## src/hw/slcc_regs.vh

```
// Constants for the serial latch clear control block
// Assumes inclusion by hw/slcc_top.v and hw/slcc_decode.v
`ifndef SLCC_REGS_VH
`define SLCC_REGS_VH
`define SLCC_ADDR_AB 4'h0
`define SLCC_ADDR_C 4'h4
`define SLCC_ADDR_STATUS 4'h8
`define SLCC_RSVD_HI_LSB 5
`define SLCC_RSVD_HI_RESET 3'h0
`define SLCC_CODE_MSB 3
`define SLCC_CODE_RESET 4'hF
`define SLCC_CODE_FIRST 4'h5
`define SLCC_CODE_SECOND 4'h6
`define SLCC_CODE_BOTH 4'h7
`define SLCC_RESP_OKAY 2'h0
`define SLCC_RESP_SLVERR 2'h2
`endif

```

## src/hw/slcc_decode.v

```verilog
// Clear code decoder for one register copy
// Assumes a registered write strobe and code from the top level
`timescale 1ns/10ps
`default_nettype none
`include "slcc_regs.vh"
module slcc_decode #(
  parameter UNIT_C = 0
) (
  // Write event
  input wire wr_stb,
  input wire [3:0] code,
  // Clear requests
  output wire clr_first,
  output wire clr_second
);
  wire hit_first;
  wire hit_second;
  wire hit_both;
  assign hit_first = (code == `SLCC_CODE_FIRST);
  assign hit_second = (code == `SLCC_CODE_SECOND);
  assign hit_both = (code == `SLCC_CODE_BOTH);
  generate
    if (UNIT_C != 0) begin : g_c
      // 0110 prohibited here
      assign clr_first = wr_stb & (hit_first | hit_both);
      assign clr_second = 1'b0;
    end else begin : g_ab
      assign clr_first = wr_stb & (hit_first | hit_both);
      assign clr_second = wr_stb & (hit_second | hit_both);
    end
  endgenerate
endmodule
`default_nettype wire

```

## src/hw/slcc_top.v

```verilog
// Serial latch clear control register bank with AXI4-Lite slave
// Assumes clk at 25 MHz, rst asynchronous active high, ce freezes all state
`timescale 1ns/10ps
`default_nettype none
`include "slcc_regs.vh"
module slcc_top (
  // Clock, reset, enable
  input wire clk,
  input wire rst,
  input wire ce,
  // AXI4-Lite write address
  input wire [3:0] s_axi_awaddr,
  input wire [2:0] s_axi_awprot,
  input wire s_axi_awvalid,
  output wire s_axi_awready,
  // AXI4-Lite write data
  input wire [31:0] s_axi_wdata,
  input wire [3:0] s_axi_wstrb,
  input wire s_axi_wvalid,
  output wire s_axi_wready,
  // AXI4-Lite write response
  output wire [1:0] s_axi_bresp,
  output wire s_axi_bvalid,
  input wire s_axi_bready,
  // AXI4-Lite read address
  input wire [3:0] s_axi_araddr,
  input wire [2:0] s_axi_arprot,
  input wire s_axi_arvalid,
  output wire s_axi_arready,
  // AXI4-Lite read data
  output wire [31:0] s_axi_rdata,
  output wire [1:0] s_axi_rresp,
  output wire s_axi_rvalid,
  input wire s_axi_rready,
  // Ready flag set events from the serial units
  input wire [2:0] rx_ready_set,
  // Clear strobes to serial units a, b, c
  output wire [2:0] unit_clear,
  // Receive data ready flags
  output wire [2:0] receive_data_ready_flag
);
  reg aw_held_ff;
  reg [3:0] aw_addr_ff;
  reg w_held_ff;
  reg [31:0] w_data_ff;
  reg [3:0] w_strb_ff;
  reg bvalid_ff;
  reg [1:0] bresp_ff;
  reg rvalid_ff;
  reg [31:0] rdata_ff;
  reg [1:0] rresp_ff;
  reg [2:0] rsvd_ab_ff;
  reg [2:0] rsvd_c_ff;
  reg wr_ab_ff;
  reg wr_c_ff;
  reg [3:0] code_ff;
  reg [2:0] clear_ff;
  reg [2:0] ready_ff;
  reg [31:0] nxt_rdata;
  reg [1:0] nxt_rresp;
  wire do_write;
  wire map_ab;
  wire map_c;
  wire map_st;
  wire [2:0] clr_req;
  wire unused_ok;

  assign unused_ok = ^{s_axi_awprot, s_axi_arprot, w_data_ff[31:8], w_data_ff[4]};
  assign s_axi_awready = ~aw_held_ff & ~bvalid_ff;
  assign s_axi_wready = ~w_held_ff & ~bvalid_ff;
  assign s_axi_arready = ~rvalid_ff;
  assign s_axi_bvalid = bvalid_ff;
  assign s_axi_bresp = bresp_ff;
  assign s_axi_rvalid = rvalid_ff;
  assign s_axi_rdata = rdata_ff;
  assign s_axi_rresp = rresp_ff;
  assign unit_clear = clear_ff;
  assign receive_data_ready_flag = ready_ff;

  assign do_write = aw_held_ff & w_held_ff & ~bvalid_ff;
  assign map_ab = (aw_addr_ff == `SLCC_ADDR_AB);
  assign map_c = (aw_addr_ff == `SLCC_ADDR_C);
  assign map_st = (aw_addr_ff == `SLCC_ADDR_STATUS);

  // Write channel capture and response
  always @(posedge clk or posedge rst) begin
    if (rst) begin
      aw_held_ff <= 1'b0;
      aw_addr_ff <= 4'h0;
      w_held_ff <= 1'b0;
      w_data_ff <= 32'h0;
      w_strb_ff <= 4'h0;
      bvalid_ff <= 1'b0;
      bresp_ff <= `SLCC_RESP_OKAY;
    end else if (ce) begin
      if (s_axi_awvalid && s_axi_awready) begin
        aw_held_ff <= 1'b1;
        aw_addr_ff <= s_axi_awaddr;
      end
      if (s_axi_wvalid && s_axi_wready) begin
        w_held_ff <= 1'b1;
        w_data_ff <= s_axi_wdata;
        w_strb_ff <= s_axi_wstrb;
      end
      if (do_write) begin
        aw_held_ff <= 1'b0;
        w_held_ff <= 1'b0;
        bvalid_ff <= 1'b1;
        bresp_ff <= (map_ab | map_c | map_st) ? `SLCC_RESP_OKAY : `SLCC_RESP_SLVERR;
      end else if (bvalid_ff && s_axi_bready) begin
        bvalid_ff <= 1'b0;
      end
    end
  end

  // Register copies: only a full low-byte write triggers a clear
  always @(posedge clk or posedge rst) begin
    if (rst) begin
      rsvd_ab_ff <= `SLCC_RSVD_HI_RESET;
      rsvd_c_ff <= `SLCC_RSVD_HI_RESET;
      wr_ab_ff <= 1'b0;
      wr_c_ff <= 1'b0;
      code_ff <= `SLCC_CODE_RESET;
    end else if (ce) begin
      wr_ab_ff <= do_write & map_ab & w_strb_ff[0];
      wr_c_ff <= do_write & map_c & w_strb_ff[0];
      if (do_write && w_strb_ff[0] && map_ab) begin
        rsvd_ab_ff <= w_data_ff[7:`SLCC_RSVD_HI_LSB];
      end
      if (do_write && w_strb_ff[0] && map_c) begin
        rsvd_c_ff <= w_data_ff[7:`SLCC_RSVD_HI_LSB];
      end
      // Code held only for the decode cycle, then back to ones
      if (do_write && w_strb_ff[0] && (map_ab || map_c)) begin
        code_ff <= w_data_ff[`SLCC_CODE_MSB:0];
      end else begin
        code_ff <= `SLCC_CODE_RESET;
      end
    end
  end

  slcc_decode #(
    .UNIT_C(0)
  ) u_dec_ab (
    .wr_stb(wr_ab_ff),
    .code(code_ff),
    .clr_first(clr_req[0]),
    .clr_second(clr_req[1])
  );

  slcc_decode #(
    .UNIT_C(1)
  ) u_dec_c (
    .wr_stb(wr_c_ff),
    .code(code_ff),
    .clr_first(clr_req[2]),
    .clr_second()
  );

  // Clear strobes and ready flags
  always @(posedge clk or posedge rst) begin
    if (rst) begin
      clear_ff <= 3'h0;
      ready_ff <= 3'h0;
    end else if (ce) begin
      clear_ff <= clr_req;
      // Clear wins: the latch is being reinitialised
      ready_ff <= (ready_ff | rx_ready_set) & ~clr_req;
    end
  end

  // Read mux
  always @* begin
    nxt_rdata = 32'h0;
    nxt_rresp = `SLCC_RESP_OKAY;
    case (s_axi_araddr)
      `SLCC_ADDR_AB: nxt_rdata = {24'h0, rsvd_ab_ff, 1'b0, 4'hF};
      `SLCC_ADDR_C: nxt_rdata = {24'h0, rsvd_c_ff, 1'b0, 4'hF};
      `SLCC_ADDR_STATUS: nxt_rdata = {29'h0, ready_ff};
      default: nxt_rresp = `SLCC_RESP_SLVERR;
    endcase
  end

  always @(posedge clk or posedge rst) begin
    if (rst) begin
      rvalid_ff <= 1'b0;
      rdata_ff <= 32'h0;
      rresp_ff <= `SLCC_RESP_OKAY;
    end else if (ce) begin
      if (s_axi_arvalid && s_axi_arready) begin
        rvalid_ff <= 1'b1;
        rdata_ff <= nxt_rdata;
        rresp_ff <= nxt_rresp;
      end else if (rvalid_ff && s_axi_rready) begin
        rvalid_ff <= 1'b0;
      end
    end
  end
endmodule
`default_nettype wire

```

## config.mk

```make
export PLATFORM = sky130hd
export DESIGN_NAME = slcc_top
export DESIGN_NICKNAME = d
export VERILOG_FILES = /design/src/hw/slcc_decode.v /design/src/hw/slcc_top.v
export VERILOG_INCLUDE_DIRS = /design/src /design/src/hw
export SDC_FILE = /design/constraint.sdc
export NUM_CORES = 1
export LEC_CHECK = 0
export BUFFER_PORTS_ARGS = -buffer_cell sky130_fd_sc_hd__buf_2
export CAP_MARGIN = 20
export CORE_AREA = 5 5 73 75
export CTS_CLUSTER_DIAMETER = 30
export CTS_CLUSTER_SIZE = 8
export DETAILED_ROUTE_END_ITERATION = 8
export DIE_AREA = 0 0 78 80
export GPL_TIMING_DRIVEN = 0
export PLACE_DENSITY = 0.78
export SYNTH_ARGS = -nofsm -noshare
export SYNTH_HDL_FRONTEND = slang
export SYNTH_SLANG_ARGS = --single-unit
```

## constraint.sdc

```tcl
create_clock -name clk -period 1.7 [get_ports clk]
set_input_delay 0.17 -clock clk [delete_from_list [all_inputs] [get_ports clk]]
set_output_delay 0.17 -clock clk [all_outputs]
set_load 0.02 [all_outputs]
```

==> flow_metrics.tcl <==
set metrics [dict create \
    wl_per_cell_um 12.2 \
    drtIter0Drc 34 \
    place_inst 296 \
    critPathArrivalTime_ns 1.76 \
    yosysSeqAreaShare 0.549 \
    nNetsFinal 310 \
    place_area_um2 2370 \
    ios 108 \
    worstSetupEndpointType "register" \
    cts-root-buf "clkbuf_8" \
    antenna_found_initial 0 \
    ys_ff_latch 43 \
    final_cell_mix "buf_2 (47), dfrtp_1 (39), buf_4 (28)" \
    drc 0 \
    critPathKind "reg2reg" \
    crit_fanout 3 \
    final_max_slew_viol_count 0 \
    grt_pass1_wl_um 6180 \
    netlist_top_cells_area "dfrtp_1 (50%), mux2_2 (11%), buf_4 (11%), dfstp_2 (5.3%), o21ai_0 (3.8%)" \
    dieWidth_um 78 \
    cts_setup_buffers 0 \
    cellLeakagePower_nw 1.26 \
    rows 25 \
    hold_violations 0 \
    grt-ovfl-total 0 \
    irDropWorstVdd_v 0.000801 \
    synth_top_area_frac 0.495 \
    tightest_slew_ns 0.869 \
    clockBufferDepth 2 \
    drv_cap 0 \
    initial_core_util 0.429 \
    clkTransAtPathRegs_ns 0.07 \
    yosys.area.top_type "dfrtp_1" \
    yosysWarnings 0 \
    crit_start "aw_addr_ff[0]" \
    design_area_um2 2470 \
    power_density_nw_per_um2 1240 \
    cts_sinks 43 \
    final_cells 304 \
    setup_viol 0 \
    crit_path_start_kind "register" \
    synthArstFlopShare 1.00 \
    post-dp-hpwl_um 2880 \
    vias_per_cell 4.58 \
    post-route-period-util 0.932 \
    grt_usage 0.124 \
    vias 1392 \
    cts_htree_levels 2 \
    yosys_most_used_dff "dfrtp_1" \
    avgSynthCellArea_um2 11.6 \
    finalClockSkew_ns 0.00423 \
    grt_pass1_vias 1421 \
    fin_crit_ns 1.58 \
    wl_um 3710 \
    max_freq_mhz 631 \
    drive_gt1_frac 0.448 \
    worstSkewPairLatency_ns 0.29 \
    ant_nets 0 \
    relSlewSlack 0.420 \
    setup_tns_ns 0 \
    n_antenna_cell 0 \
    cts_buffers 5 \
    die_y_um 80 \
    cts.repair.resized 0 \
    rsz0062_at_grt "no" \
    holdWs_ns 0.0567 \
    hold_path_class "in2async" \
    numPortBuffers 46 \
    ctsHoldBuffers 0 \
    syn_area_um2 1970 \
    core_um2 4600 \
    grt_max_degree 44 \
    timing.rr.start "aw_addr_ff[0]" \
    yosysUniqueCellTypes 27 \
    place_congestion 0.730 \
    synth_cells 170 \
    power_w 0.00305 \
    final_common_cell "buf_2" \
    area_growth_pct 25.1 \
    cts_tree "yes" \
    status "finished clean" \
    firstDrtPassIters 4 \
    worstPathRequired_ns 1.88 \
    synth_edf_count 0 \
    dieArea_um2 6240 \
]
metrics by stage:
step,setup slack (ns),utilization
after floorplan,0.267,-
after detailed placement,0.114,0.515
after global routing,0.0755,0.536
after global placement,0.0239,0.515
after CTS,0.0950,0.536
final,0.116,0.536
path summary, 6_finish.rpt:
kind / end / cells after the start / slack [ns]
max: rsvd_ab_ff[1] / 3 / 0.12
min: s_axi_rdata[6] / 2 / 0.06
max reg2reg: rsvd_ab_ff[1] / 3 / 0.12
min reg2reg: s_axi_rresp[1] / 2 / 0.47
max in group asynchronous: unit_clear[1] / 2 / 1.09
min in group clk: aw_addr_ff[2] / 2 / 0.11
worst max-delay path, stage by stage, from the launching register on:
cell	delay [ns]
dfrtp_1	0.42
nor4b_4	0.32
nor3b_2	0.36
mux2_2	0.37
report_power, final:
group | switching, W | internal, W | total [W]
Clock | 0.000317 | 0.000370 | 0.000687
Sequential | 0.000236 | 0.00131 | 0.00154
Combinational | 0.000396 | 0.000423 | 0.000819
synthesized netlist by cell type, types with 2 or more instances:
| library cell | instances |
|---|---|
| dfrtp_1 | 39 |
| buf_4 | 28 |
| mux2_2 | 19 |
| nand2_1 | 18 |
| o21ai_0 | 15 |
| inv_1 | 7 |
| nor2_1 | 6 |
| dfstp_2 | 4 |
| nand3_1 | 4 |
| o22a_1 | 4 |
| a21oi_1 | 3 |
| a31oi_1 | 3 |
| clkbuf_1 | 3 |
| a211oi_1 | 2 |
| and4bb_2 | 2 |
| mux2i_1 | 2 |
cell families after synthesis:
kind of cell | synth area share
compound gates | 0.0838
buf+inv | 0.128
flops | 0.549
other cells | 0.00190
simple gates | 0.119
mux | 0.119
final cells by class:
class	count	area, um^2
Fill cell	433	2130
Sequential cell	43	1080
Multi-Input combinational cell	114	734
Timing Repair Buffer	46	230
Buffer	32	226
Clock buffer	8	100
Tap cell	54	67.6
Inverter	7	26.3
state kept, by name, indices dropped and copies added, names as in the netlist:
signal                   cells
aw_addr_ff                   4
aw_held_ff                   1
code_ff                      4
receive_data_ready_flag      3
rsvd_ab_ff                   3
rsvd_c_ff                    3
s_axi_bresp                  1
s_axi_bvalid                 1
s_axi_rdata                  7
s_axi_rresp                  1
s_axi_rvalid                 1
unit_clear                   3
w_data_ff                    7
w_held_ff                    1
w_strb_ff                    1
wr_ab_ff                     1
wr_c_ff                      1
metal layers:
| layer | vias to the layer above | GRT usage | share of wire |
|---|---|---|---|
| li1 | 688 | - | - |
| met4 | 0 | 0.0591 | 0.014 |
| met1 | 642 | 0.136 | 0.41 |
| met2 | 57 | 0.208 | 0.46 |
| met3 | 5 | 0.0508 | 0.11 |
| met5 | - | 0 | 0 |
(Power assumes the default switching activity.)
